--- src/common/pump_fault_pkg.sv ---
package pump_fault_pkg;
	localparam int NUM_RELAYS = 8;
	localparam int NUM_INPUTS = 16;
	localparam int SEL_W = 5;
	localparam int RELAY_W = 3;
	localparam int FUNC_W = 7;
	localparam int ACTION_W = 2;
	localparam int DELAY_W = 14;
	localparam int COUNT_W = 8;
	localparam logic [SEL_W-1:0] SEL_NONE = 5'h00;
	localparam logic [SEL_W-1:0] SEL_BASE_LAST = 5'h08;
	localparam logic [SEL_W-1:0] SEL_MAX = 5'h10;
	localparam logic [FUNC_W-1:0] PUMP_FUNC_LO = 7'h32;
	localparam logic [FUNC_W-1:0] PUMP_FUNC_HI = 7'h38;
	localparam logic [DELAY_W-1:0] RUN_DELAY_RESET = 14'h0005;
	localparam logic [DELAY_W-1:0] RUN_DELAY_MAX = 14'h270f;
	localparam int CLOCK_HZ = 25000000;
	localparam int SECOND_S = 1;
	localparam int CYCLES_PER_SECOND = CLOCK_HZ * SECOND_S;

	// register selector for programmer access, one per relay
	typedef enum logic [2:0]
	{
		REG_FAULT_B_SEL = 3'b000,
		REG_RESET_SEL = 3'b001,
		REG_PUMP_FAILED = 3'b010,
		REG_RUN_FAULT = 3'b011,
		REG_LOW_EFF_FAULT = 3'b100,
		REG_FAULT_A = 3'b101,
		REG_FAULT_B = 3'b110
	} reg_sel_t;

	typedef enum logic [1:0]
	{
		ACT_NONE = 2'b00,
		ACT_ALARM = 2'b01,
		ACT_ALARM_FAIL = 2'b10
	} low_eff_action_t;

	typedef enum logic [1:0]
	{
		MODE_PROGRAM = 2'b00,
		MODE_RUN = 2'b01,
		MODE_SIMULATE = 2'b10
	} op_mode_t;

	typedef struct packed
	{
		logic pump_failed;
		logic run_fault;
		logic low_eff_fault;
		logic fault_a;
		logic fault_b;
	} fault_flags_t;

	function automatic logic pick_input(input logic [NUM_INPUTS-1:0] inputs, input logic [SEL_W-1:0] sel);
		logic result;
		result = 1'b0;
		if (sel != SEL_NONE && sel <= SEL_MAX)
			result = inputs[4'(sel - 5'h01)];
		return result;
	endfunction
endpackage

--- src/logic/pump_fault_latch_reset.sv ---
`timescale 1ns/1ps
// Overview of operation
// - fault B selector: 0 unused, 1-8 base inputs, 9-16 option board inputs
// - selected fault B input at 1 means pump fault, 0 means healthy
// - a faulted pump is excluded from the duty cycle
// - reset selector 0 watches no input; 1-16 chooses the watched input
// - reset contact clears all fault flags of its pump, returning it to duty
// - reset selector configured at index 0 clears every pump
// - contact reset acts only in run or simulate mode, on 0 to 1 edge
// - flags only affect relays whose function code is 50 to 56
// - every fault flag latches and never clears by itself
// - a run, fault A or fault B flag sets the pump failed flag; the efficiency flag sets it only with action 2
// - pump failed holds 1 until communications, programmer or contact reset
// - writing 0 to pump failed clears all flags and efficiency counter
// - run fault reflects run confirmation only after delay has expired
// - low efficiency action: 0 nothing, 1 flag only, 2 flag and failed
// - in run mode symbol flashes, relay unused while failed or manual
// - run confirm delay in seconds 0 to 9999, default 5
// - commanded pump without run confirmation after delay is failed
module pump_fault_latch_reset
	import pump_fault_pkg::*;
#(
	parameter int RELAYS = NUM_RELAYS,
	parameter int CYCLES_PER_SEC = CYCLES_PER_SECOND
)
(
	input wire logic REF_CLK_I,
	input wire logic RESET_I,
	input wire logic CLK_EN_I,
	input wire logic [NUM_INPUTS-1:0] DISCRETE_I,
	input wire logic [1:0] MODE_I,
	input wire logic [RELAYS-1:0] RUN_CMD_I,
	input wire logic [RELAYS-1:0] FAULT_A_IN_I,
	input wire logic [RELAYS-1:0] LOW_EFF_EVENT_I,
	input wire logic [RELAYS-1:0] MANUAL_I,
	input wire logic [RELAYS*FUNC_W-1:0] RELAY_FUNCTION_SELECT_I,
	input wire logic [RELAYS*ACTION_W-1:0] LOW_EFFICIENCY_ACTION_I,
	input wire logic [RELAYS*SEL_W-1:0] RUN_CONFIRM_INPUT_SELECT_I,
	input wire logic [RELAYS*DELAY_W-1:0] RUN_CONFIRM_DELAY_I,
	input wire logic [RELAYS-1:0] COMM_LOW_VOL_CLEAR_I,
	input wire logic PRG_WRITE_I,
	input wire logic [2:0] PRG_REG_I,
	input wire logic [RELAY_W-1:0] PRG_RELAY_I,
	input wire logic [SEL_W-1:0] PRG_WDATA_I,
	input wire logic FLASH_PHASE_I,
	output logic [SEL_W-1:0] PRG_RDATA_O,
	output logic [RELAYS-1:0] PUMP_AVAILABLE_O,
	output logic [RELAYS-1:0] SYMBOL_FLASH_O,
	output logic [RELAYS-1:0] LOW_EFF_COUNT_CLEAR_O
);
	logic [NUM_INPUTS-1:0] din_level;
	logic [NUM_INPUTS-1:0] din_rise;
	logic [SEL_W-1:0] fault_b_input_select [RELAYS];
	logic [SEL_W-1:0] reset_input_select [RELAYS];
	fault_flags_t flags [RELAYS];
	logic [RELAYS-1:0] run_expired;
	logic [RELAYS-1:0] is_pump;
	logic [RELAYS-1:0] contact_clear;
	logic [RELAYS-1:0] prg_clear;
	logic [RELAYS-1:0] any_clear;
	logic all_pump_reset;
	logic reset_mode_ok;
	logic prg_wr_en;

	input_sync #(
		.WIDTH(NUM_INPUTS)
	) u_sync (
		.clk_i(REF_CLK_I),
		.reset_i(RESET_I),
		.enable_i(CLK_EN_I),
		.raw_i(DISCRETE_I),
		.level_o(din_level),
		.rise_o(din_rise)
	);

	assign reset_mode_ok = (MODE_I == MODE_RUN) || (MODE_I == MODE_SIMULATE);
	assign prg_wr_en = CLK_EN_I && PRG_WRITE_I;
	// the selector at index 0 is the global all-pumps reset source
	assign all_pump_reset = reset_mode_ok && pick_input(din_rise, reset_input_select[0]);

	genvar r;
	generate
		for (r = 0; r < RELAYS; r++)
		begin : g_relay
			logic [FUNC_W-1:0] func;
			low_eff_action_t action;
			logic run_ok;
			logic fault_b_now;
			logic run_fault_now;

			assign func = RELAY_FUNCTION_SELECT_I[r*FUNC_W +: FUNC_W];
			assign action = low_eff_action_t'(LOW_EFFICIENCY_ACTION_I[r*ACTION_W +: ACTION_W]);
			assign is_pump[r] = (func >= PUMP_FUNC_LO) && (func <= PUMP_FUNC_HI);

			run_confirm_timer #(
				.CYCLES_PER_SEC(CYCLES_PER_SEC)
			) u_timer (
				.clk_i(REF_CLK_I),
				.reset_i(RESET_I),
				.enable_i(CLK_EN_I),
				.run_cmd_i(RUN_CMD_I[r]),
				.delay_s_i(RUN_CONFIRM_DELAY_I[r*DELAY_W +: DELAY_W]),
				.expired_o(run_expired[r])
			);

			// selector 0 means no interlock, so pick_input yields 0 (healthy)
			assign fault_b_now = pick_input(din_level, fault_b_input_select[r]);
			assign run_ok = pick_input(din_level, RUN_CONFIRM_INPUT_SELECT_I[r*SEL_W +: SEL_W]);
			assign run_fault_now = (RUN_CONFIRM_INPUT_SELECT_I[r*SEL_W +: SEL_W] != SEL_NONE)
				&& RUN_CMD_I[r] && run_expired[r] && !run_ok;

			assign contact_clear[r] = all_pump_reset ||
				(r != 0 && reset_mode_ok && pick_input(din_rise, reset_input_select[r]));
			assign prg_clear[r] = prg_wr_en && PRG_REG_I == REG_PUMP_FAILED &&
				PRG_RELAY_I == RELAY_W'(r) && PRG_WDATA_I[0] == 1'b0;
			assign any_clear[r] = contact_clear[r] || prg_clear[r] || COMM_LOW_VOL_CLEAR_I[r];

			always_ff @(posedge REF_CLK_I)
			begin
				if (RESET_I)
				begin
					fault_b_input_select[r] <= SEL_NONE;
					reset_input_select[r] <= SEL_NONE;
				end
				else if (prg_wr_en && PRG_RELAY_I == RELAY_W'(r))
				begin
					if (PRG_REG_I == REG_FAULT_B_SEL && PRG_WDATA_I <= SEL_MAX)
						fault_b_input_select[r] <= PRG_WDATA_I;
					if (PRG_REG_I == REG_RESET_SEL && PRG_WDATA_I <= SEL_MAX)
						reset_input_select[r] <= PRG_WDATA_I;
				end
			end

			// clear wins only over old state; a fault present in the same cycle still sets
			always_ff @(posedge REF_CLK_I)
			begin
				if (RESET_I)
					flags[r] <= '0;
				else if (CLK_EN_I)
				begin
					if (any_clear[r])
						flags[r] <= '0;
					if (is_pump[r])
					begin
						if (run_fault_now)
						begin
							flags[r].run_fault <= 1'b1;
							flags[r].pump_failed <= 1'b1;
						end
						if (FAULT_A_IN_I[r])
						begin
							flags[r].fault_a <= 1'b1;
							flags[r].pump_failed <= 1'b1;
						end
						if (fault_b_now)
						begin
							flags[r].fault_b <= 1'b1;
							flags[r].pump_failed <= 1'b1;
						end
						if (LOW_EFF_EVENT_I[r] && action != ACT_NONE)
						begin
							flags[r].low_eff_fault <= 1'b1;
							if (action == ACT_ALARM_FAIL)
								flags[r].pump_failed <= 1'b1;
						end
					end
					if (!any_clear[r] && (flags[r].run_fault || flags[r].fault_a || flags[r].fault_b))
						flags[r].pump_failed <= 1'b1;
				end
			end

			assign PUMP_AVAILABLE_O[r] = !(is_pump[r] && (flags[r].pump_failed || MANUAL_I[r]));
			assign SYMBOL_FLASH_O[r] = (MODE_I == MODE_RUN) && is_pump[r] &&
				(flags[r].pump_failed || MANUAL_I[r]) && FLASH_PHASE_I;
			assign LOW_EFF_COUNT_CLEAR_O[r] = CLK_EN_I && any_clear[r];

			failed_holds_a: assert property (@(posedge REF_CLK_I) disable iff (RESET_I)
				(flags[r].pump_failed && CLK_EN_I && !any_clear[r]) |=> flags[r].pump_failed)
				else $error("pump failed flag dropped without a reset source");
			fault_b_latch_a: assert property (@(posedge REF_CLK_I) disable iff (RESET_I)
				(CLK_EN_I && is_pump[r] && fault_b_now) |=> (flags[r].fault_b && flags[r].pump_failed))
				else $error("fault B input did not latch");
			non_pump_quiet_a: assert property (@(posedge REF_CLK_I) disable iff (RESET_I)
				(!is_pump[r] && flags[r] == '0) |=> (flags[r] == '0))
				else $error("non-pump relay picked up a fault flag");
			efficiency_alarm_a: assert property (@(posedge REF_CLK_I) disable iff (RESET_I)
				(CLK_EN_I && is_pump[r] && LOW_EFF_EVENT_I[r] && action == ACT_ALARM && !any_clear[r]
				&& !flags[r].pump_failed && !run_fault_now && !FAULT_A_IN_I[r] && !fault_b_now
				&& !flags[r].fault_a && !flags[r].fault_b && !flags[r].run_fault)
				|=> (flags[r].low_eff_fault && !flags[r].pump_failed))
				else $error("alarm-only efficiency action failed the pump");
			failed_removes_a: assert property (@(posedge REF_CLK_I) disable iff (RESET_I)
				(is_pump[r] && flags[r].pump_failed) |-> !PUMP_AVAILABLE_O[r])
				else $error("failed pump still in duty");
			clear_all_a: assert property (@(posedge REF_CLK_I) disable iff (RESET_I)
				(CLK_EN_I && prg_clear[r] && (!is_pump[r]
				|| !(run_fault_now || FAULT_A_IN_I[r] || fault_b_now || LOW_EFF_EVENT_I[r])))
				|=> (flags[r] == '0))
				else $error("programmer clear left flags set");
			run_fault_a: assert property (@(posedge REF_CLK_I) disable iff (RESET_I)
				(CLK_EN_I && is_pump[r] && run_fault_now) |=> flags[r].run_fault)
				else $error("run fault not latched after delay");
			fault_a_latch_a: assert property (@(posedge REF_CLK_I) disable iff (RESET_I)
				(CLK_EN_I && is_pump[r] && FAULT_A_IN_I[r]) |=> (flags[r].fault_a && flags[r].pump_failed))
				else $error("fault A input did not fail the pump");
			flags_latched_a: assert property (@(posedge REF_CLK_I) disable iff (RESET_I)
				(CLK_EN_I && !any_clear[r]) |=> ((flags[r].run_fault || !$past(flags[r].run_fault))
				&& (flags[r].low_eff_fault || !$past(flags[r].low_eff_fault))
				&& (flags[r].fault_a || !$past(flags[r].fault_a))
				&& (flags[r].fault_b || !$past(flags[r].fault_b))))
				else $error("fault flag cleared by itself");
			efficiency_fail_a: assert property (@(posedge REF_CLK_I) disable iff (RESET_I)
				(CLK_EN_I && is_pump[r] && LOW_EFF_EVENT_I[r] && action == ACT_ALARM_FAIL)
				|=> (flags[r].low_eff_fault && flags[r].pump_failed))
				else $error("efficiency fail action did not fail the pump");
			efficiency_none_a: assert property (@(posedge REF_CLK_I) disable iff (RESET_I)
				(CLK_EN_I && action == ACT_NONE && !flags[r].low_eff_fault) |=> !flags[r].low_eff_fault)
				else $error("efficiency flag set with no action selected");
			enable_freeze_a: assert property (@(posedge REF_CLK_I) disable iff (RESET_I)
				!CLK_EN_I |=> $stable(flags[r]))
				else $error("flags moved while the clock enable was low");
		end
	endgenerate

	contact_mode_a: assert property (@(posedge REF_CLK_I) disable iff (RESET_I)
		!reset_mode_ok |-> (contact_clear == '0))
		else $error("reset contact acted outside run or simulate");
	global_reset_a: assert property (@(posedge REF_CLK_I) disable iff (RESET_I)
		all_pump_reset |-> (contact_clear == '1))
		else $error("global contact did not reach every pump");
	rdata_range_a: assert property (@(posedge REF_CLK_I) disable iff (RESET_I)
		PRG_RDATA_O <= SEL_MAX)
		else $error("read data above the selector range");

	// read mux, registered so data comes from flops
	always_ff @(posedge REF_CLK_I)
	begin
		if (RESET_I)
			PRG_RDATA_O <= '0;
		else if (CLK_EN_I)
		begin
			case (reg_sel_t'(PRG_REG_I))
				REG_FAULT_B_SEL: PRG_RDATA_O <= fault_b_input_select[PRG_RELAY_I];
				REG_RESET_SEL: PRG_RDATA_O <= reset_input_select[PRG_RELAY_I];
				REG_PUMP_FAILED: PRG_RDATA_O <= {4'h0, flags[PRG_RELAY_I].pump_failed};
				REG_RUN_FAULT: PRG_RDATA_O <= {4'h0, flags[PRG_RELAY_I].run_fault};
				REG_LOW_EFF_FAULT: PRG_RDATA_O <= {4'h0, flags[PRG_RELAY_I].low_eff_fault};
				REG_FAULT_A: PRG_RDATA_O <= {4'h0, flags[PRG_RELAY_I].fault_a};
				REG_FAULT_B: PRG_RDATA_O <= {4'h0, flags[PRG_RELAY_I].fault_b};
				default: PRG_RDATA_O <= '0;
			endcase
		end
	end
endmodule

--- src/logic/input_sync.sv ---
`timescale 1ns/1ps
module input_sync
	import pump_fault_pkg::*;
#(
	parameter int WIDTH = NUM_INPUTS
)
(
	input wire logic clk_i,
	input wire logic reset_i,
	input wire logic enable_i,
	input wire logic [WIDTH-1:0] raw_i,
	output logic [WIDTH-1:0] level_o,
	output logic [WIDTH-1:0] rise_o
);
	logic [WIDTH-1:0] stage1;
	logic [WIDTH-1:0] stage2;
	logic [WIDTH-1:0] stage3;

	// stage1 feeds only stage2; edges are taken from the later pair
	always_ff @(posedge clk_i)
	begin
		if (reset_i)
		begin
			stage1 <= '0;
			stage2 <= '0;
			stage3 <= '0;
		end
		else if (enable_i)
		begin
			stage1 <= raw_i;
			stage2 <= stage1;
			stage3 <= stage2;
		end
	end

	assign level_o = stage2;
	assign rise_o = enable_i ? (stage2 & ~stage3) : '0;
endmodule

--- src/logic/run_confirm_timer.sv ---
`timescale 1ns/1ps
module run_confirm_timer
	import pump_fault_pkg::*;
#(
	parameter int CYCLES_PER_SEC = CYCLES_PER_SECOND
)
(
	input wire logic clk_i,
	input wire logic reset_i,
	input wire logic enable_i,
	input wire logic run_cmd_i,
	input wire logic [DELAY_W-1:0] delay_s_i,
	output logic expired_o
);
	logic [31:0] tick;
	logic [DELAY_W-1:0] seconds;
	logic tick_done;

	assign tick_done = (tick == 32'(CYCLES_PER_SEC - 1));

	// delay restarts every time the run command drops
	always_ff @(posedge clk_i)
	begin
		if (reset_i)
		begin
			tick <= '0;
			seconds <= '0;
			expired_o <= 1'b0;
		end
		else if (enable_i)
		begin
			if (!run_cmd_i)
			begin
				tick <= '0;
				seconds <= '0;
				expired_o <= 1'b0;
			end
			else if (!expired_o)
			begin
				if (seconds >= delay_s_i)
					expired_o <= 1'b1;
				else if (tick_done)
				begin
					tick <= '0;
					seconds <= seconds + 14'h0001;
				end
				else
					tick <= tick + 32'h1;
			end
		end
	end
endmodule

--- config.mk ---
export PLATFORM = sky130hd
export DESIGN_NAME = pump_fault_latch_reset
export DESIGN_NICKNAME = d
export VERILOG_FILES = /design/src/common/pump_fault_pkg.sv /design/src/logic/pump_fault_latch_reset.sv /design/src/logic/input_sync.sv /design/src/logic/run_confirm_timer.sv
export SDC_FILE = /design/constraint.sdc
export NUM_CORES = 2
export LEC_CHECK = 0
export BUFFER_PORTS_ARGS = -buffer_cell sky130_fd_sc_hd__buf_2
export CAP_MARGIN = 20
export CORE_ASPECT_RATIO = 0.9
export CORE_MARGIN = 2
export CORE_UTILIZATION = 35
export DETAILED_ROUTE_END_ITERATION = 10
export GPL_TIMING_DRIVEN = 0
export SLEW_MARGIN = 30
export SYNTH_ARGS = -nofsm -noshare
export SYNTH_HDL_FRONTEND = slang
export SYNTH_SLANG_ARGS = --single-unit
--- constraint.sdc ---
create_clock -name REF_CLK_I -period 3.7 [get_ports REF_CLK_I]
set_input_delay 0 -clock REF_CLK_I [delete_from_list [all_inputs] [get_ports REF_CLK_I]]
set_output_delay 0 -clock REF_CLK_I [all_outputs]
set_load 0.05 [all_outputs]
Yosys cells after proc, flatten, opt, wreduce, memory -nomap -nowiden
Memory sizes are Yosys's and may differ from the RTL's.
Cells that the tools add are included.
{ "classes": {"bitwise_logic": 99, "order_cmp": 73, "n_mux": 582, "n_eq_ne": 55, "n_addsub": 40, "n_reduce_logical": 270} }
{ "op_table": {"columns": ["op", "n"], "rows": [
  ["$mux 32", 32],
  ["$mux 1", 468],
  ["$mux 14", 32],
  ["$add 32x1->32 const B", 8],
  ["$eq 32x25->1 const B", 8],
  ["$logic_and 1x1->1", 148],
  ["$le 5x5->1 const B", 25],
  ["$lt 4x5->1 const B", 24],
  ["$mux 5", 24],
  ["$reduce_bool 5->1", 24],
  ["$add 14x1->14 const B", 8],
  ["$ge 14x14->1", 8],
  ["$bmux 1 s4", 24],
  ["$or 1x1->1", 96],
  ["$sub 4x1->4 const B", 24],
  ["$ge 7x6->1 const B", 8],
  ["$le 7x6->1 const B", 8],
  ["$logic_or 1x1->1", 48],
  ["$pmux 5 s7", 1],
  ["$ne 2x2->1 const B", 16],
  ["$reduce_and 4->1", 8],
  ["$logic_not 1->1", 24],
  ["$reduce_and 3->1", 8],
  ["$eq 3x3->1 const B", 7],
  ["other kinds (11)", 38]
]} }
{ "word_totals": {"mem_bits_rw": 120, "input_bits": 298, "word_cells": 1150, "n_memories": 3, "out_inout_bits": 29, "ff_bits": 429} }
{ "mem_list": {"columns": ["memory", "words", "width", "rd", "rd_ports_with_merged_regs", "write_ports", "line", "text"], "rows": [
  ["fault_b_input_select", 8, 5, 9, 0, 8, "pump_fault_latch_reset.sv:53", "logic [SEL_W-1:0] fault_b_input_select [RELAYS];"],
  ["flags", 8, 5, 9, 0, 8, "pump_fault_latch_reset.sv:55", "fault_flags_t flags [RELAYS];"],
  ["reset_input_select", 8, 5, 9, 0, 8, "pump_fault_latch_reset.sv:54", "logic [SEL_W-1:0] reset_input_select [RELAYS];"]
]} }

Longest topological paths before layout
{ "depth": {"depth_word": 20, "mapped_depth": 13, "depth_no_buf": 10} }

Modules after synthesis
Synthesis repeated with hierarchy kept, for this count alone.
{ "hier_totals": {"cells_unflattened": 4430, "hier_area_um2": 38784.7} }
{ "modules_own_cells": {"columns": ["module", "instances", "seq_area_each_um2", "cells_each", "area_per_inst_um2"], "rows": [
  ["run_confirm_timer at g_relay[1].u_timer ...", 7, 940.9, 406, 3140.5],
  ["pump_fault_latch_reset", 1, 3703.6, 1026, 11857.6],
  ["run_confirm_timer at g_relay[0].u_timer", 1, 940.9, 389, 3049.2],
  ["input_sync", 1, 960.9, 173, 1894.3]
]} }

Worst setup path before layout
Ideal clock, no wire load.
{ "synth_path": {"kind": "reg2reg", "from": "memory reset_input_select[0][0]", "to": "memory flags[0][2] (netlist name) (enable)", "path_stages_with_launch": 11, "t_required_ns": 3.406, "setup_ns": 0.294, "arrival_ns": 3.096, "path_buffers": 2, "path_slack_ns": 0.310, "period_less_slack_ns": 3.390, "cell_sequence": "edfxtp_1 buf_6 inv_1 ha_1 mux4_2 o2bb2ai_2 nand3_2 or4_1 buf_2 a21oi_1 or3_1"} }
{ "synth_lines": {"columns": ["element", "line"], "rows": [
  ["start, declared", "pump_fault_latch_reset.sv:54"],
  ["end, declared", "pump_fault_latch_reset.sv:55"]
]} }

Worst setup path in the final report
{ "layout_path": {"from": "input port CLK_EN_I", "to": "output port LOW_EFF_COUNT_CLEAR_O[2]"} }
{ "layout_via": {"elab_chain_cells": 9, "word_cells_on_any_way": 17, "cone_classes": "mux (7); reduce/logical (10)"} }
{ "layout_lines": {"columns": ["element", "line", "text"], "rows": [
  ["start, declared", "pump_fault_latch_reset.sv:29", "input wire logic CLK_EN_I,"],
  ["$mux 16", "input_sync.sv:37", "assign rise_o = enable_i ? (stage2 & ~stage3) : '0;"],
  ["$bmux 1 s4", "pump_fault_pkg.sv:60", "result = inputs[4'(sel - 5'h01)];"],
  ["$mux 1 (not written as such)", "pump_fault_pkg.sv:60", null],
  ["$mux 1", "pump_fault_pkg.sv:59", "if (sel != SEL_NONE && sel <= SEL_MAX)"],
  ["$logic_and 1x1->1 (on tied branches)", "pump_fault_latch_reset.sv:79, pump_fault_latch_reset.sv:113", null],
  ["$logic_or 1x1->1", "pump_fault_latch_reset.sv:112", "assign contact_clear[r] = all_pump_reset ||"],
  ["$logic_or 1x1->1 (2 in a row)", "pump_fault_latch_reset.sv:116", "assign any_clear[r] = contact_clear[r] || prg_clear[r] || COMM_LOW_VOL_CLEAR_I[r];"],
  ["$logic_and 1x1->1 (*)", "pump_fault_latch_reset.sv:175", "assign LOW_EFF_COUNT_CLEAR_O[r] = CLK_EN_I && any_clear[r];"],
  ["end, declared", "pump_fault_latch_reset.sv:49", "output logic [RELAYS-1:0] LOW_EFF_COUNT_CLEAR_O"]
]} }
Mark *: on every way between the ends. The rest lies on a longest branch, timed or not. The select of a mux whose other input is x is not followed.

==> results.md <==
* Status: finished clean
* # setup viols final at 0
* # DRC at 0
* Slew @ Worst Pin at 1059 ps
* First-pass GRT wire length at 173900 um
* Distinct cells, synth at 89
* CP endpoint kind: primary output
* DRT Pass-1 Iters at 6
* Vias per cell at 5.473
* Number of max-cap violations at 0
* Synth top area share at approximately a quarter
* Synth-to-layout area growth at 17.88%
* GRT Total Usage at 22.46%
* Leading area contributor after synthesis: dfxtp_1
* Core ar. at 0.09779 mm^2
* Routed Wire Length at around 120000 um
* Ports at 327
* Row count at approximately 110
* FF/Latch Area at between 0.01 and 0.015 mm^2
* DR WL/cell at 20.88 um
* Worst hold-check path type: input port to flip-flop
* Final Hold Fails at 0
* Mapped Area at 0.03439 mm^2
* Share of cells above drive strength 1 at 15.39%
* Reg clk slew, reported paths at roughly 60 ps
* Die X at 334.4 um
* Initial Util at 35.17%
* Worst Path Max Fanout at 11
* Period minus WS final at 3672 ps
* # fillers at 9682
* Root Driver: clkbuf_16
* Synth Instances at 3794
* Post-Syn Nets at 4276
* CP Class: input port to primary output
* Power per cell area at 358.1 mW/mm^2
* Num CTS Buffers at 60
* Worst VDD drop at approximately 330 uV
* H-tree Lvls at 2
* Antenna Nets Post-Route at 0
* Maximum clock frequency at approximately 270 MHz
* Critical Path AT at 3670 ps
* Post-Route Setup TNS at 0 ps
* Crit path largest cell delay at 500 ps
* Antenna violations before repair at 35
* DP Worst Slack at -650.8 ps
* EDFF count, synth at 120
* Final #Nets at around 4700
* Slowest-stage cell, CP: buf_2
* CP Launch Type: input port
* Post-synth top flop: dfxtp_1
* LEAKAGE at 16.21 nW
* Slew Viols, Final at 0
* Slew margin rel. at 29.24%
* IO buf count at 312
* CP dominant cell by count: buf_2
* Clock sinks at 549
* Yosys reg bits at roughly 550
* Ys async rst share at 0%
* DP HPWL at 88250 um
* Synth top area cells: dfxtp_1 25%, edfxtp_1 10%, mux4_2 6.9%
* RD Place Congestion at roughly 0.96
* Die Y at roughly 300 um
* Largest net degree at the start of global routing at 15
* Crit path cell chain: buf_4 -> buf_4 -> buf_2 -> buf_2 -> buf_2 -> clkbuf_4 -> buf_2 -> a21oi_1 -> nand2_1 -> buf_2
* Worst Clk Skew at 19.91 ps
* Overflow after GRT at 0
* Total number of vias at a little over 30000
* Avg Cell Area, Syn at slightly above 9 um^2
* Multi-input logic area at approximately 0.021 mm^2
* Number of global-route vias before repair at 28430
* Syn. warnings at 0
* CTS max path bufs at 3
* Worst setup margin at 28.21 ps
* RSZ-0062 raised after global routing: no
* Register area share after synthesis at 35.45%
* Full die area at 0.1008 mm^2
* CTS tree: yes
* Initial DRC count at 2937
* Clk Latency, worst-skew pair at 650 ps
* Worst Path Required at 3700 ps
* Period utilization at between 90% and 100%
layout by cell type (no fill, tap or decap), types with 115 or more instances in the layout:
master / n
nor2_1: 535
nand3_1: 165
nand2_1: 218
and2_1: 115
buf_2: 332
edfxtp_1: 120
xnor2_1: 162
clkbuf_1: 128
ha_1: 183
dfxtp_1: 429
inv_1: 221
xor2_1: 188
cell type report:
type | instances | share of cell area (%)
Antenna cell | 9 | 0.05556
Buffer | 172 | 1.762
Clock buffer | 80 | 4.303
Clock inverter | 32 | 0.6760
Inverter | 221 | 2.046
Multi-Input combinational cell | 2848 | 51.31
Sequential cell | 549 | 30.08
Tap cell | 1276 | 3.939
Timing Repair Buffer | 393 | 5.828
cell families after synthesis:
| logic type | after synthesis | share of synthesized area [%] |
|---|---|---|
| XOR/XNOR | 354 | 9.016 |
| multiplexers | 234 | 11.60 |
| buffers and inverters | 397 | 4.475 |
| adder cells (fa/ha/maj) | 184 | 6.695 |
| AO/OA/AOI/OAI | 399 | 7.728 |
| flip-flops | 549 | 35.45 |
| AND/OR/NAND/NOR | 1677 | 25.04 |
where the power goes:
| group | internal, W | switching [W] |
|---|---|---|
| logic | 0.000739 | 0.00110 |
| registers | 0.00625 | 0.000157 |
| clock network | 0.00358 | 0.00269 |
worst max-delay path, delay by kind of cell:
family | cells | cell delay, ps
buffers and inverters | 8 | 3200
and+or+nand+nor | 1 | 270
AOI/OAI and AO/OA | 1 | 130
registers in the layout, summed over array words and instances, names as in the netlist:
register,count
g_relay.u_timer.tick,256
u_sync.stage3,16
reset_input_select,40
u_sync.level_o,16
g_relay.u_timer.seconds,112
flags,40
PRG_RDATA_O,5
u_sync.stage1,16
g_relay.u_timer.expired_o,8
fault_b_input_select,40
worst paths after layout:
| kind | startpoint | end | slack, ps | depth (start not counted) |
|---|---|---|---|---|
| min | LOW_EFFICIENCY_ACTION_I[1] | flags[0][4] | 10 | 4 |
| max reg2reg | u_sync.level_o[11] | flags[4][3] | 160 | 7 |
| max | CLK_EN_I | LOW_EFF_COUNT_CLEAR_O[2] | 30 | 10 |
| min reg2reg | g_relay[3].u_timer.tick[1] | g_relay[3].u_timer.tick[1] | 480 | 2 |
synthesized netlist by cell type, drive strengths merged, types with 102 or more instances:
cell and count:
a21oi 104, and2 116, clkbuf 136, dfxtp 429
edfxtp 120, ha 184, inv 221, mux4 124
nand2 219, nand3 167, nand4 111, nor2 536
nor3 102, xnor2 166, xor2 188
metal layers:
| layer | part of all wire, % | GRT usage, % | vias up |
|---|---|---|---|
| met3 | 12 | 7.472 | 213 |
| li1 | - | - | 14420 |
| met5 | 0.22 | 0 | - |
| met4 | 2.3 | 5.416 | 42 |
| met2 | 41 | 32.74 | 1320 |
| met1 | 45 | 31.83 | 14550 |
repair_timing:
| item | 4_1_cts | 5_1_grt |
|---|---|---|
| buffers inserted | 3 | 8 |
| hold buffers | 70 | 0 |
| hold endpoints to repair | 132 | 0 |
| endpoints found under the setup margin | 13 | 8 |
| gates resized for setup | 19 | 18 |
| pin swaps | 1 | 1 |
through the flow:
stage                     hold WS [ps]  utilization, %  std cells  total power, W  cell area (um^2)
after global placement           233.8           38.40       5382        0.008228             37550
final                            14.55           41.45       5580         0.01452             40540
after floorplan                  147.2               -       3794        0.007530             34390
after CTS                        2.444           41.28       5564         0.01457             40370
after detailed placement         245.7           38.42       5382        0.008249             37570
after global routing             41.17           41.44       5573         0.01500             40520
Power figures use the tool's default switching activity.
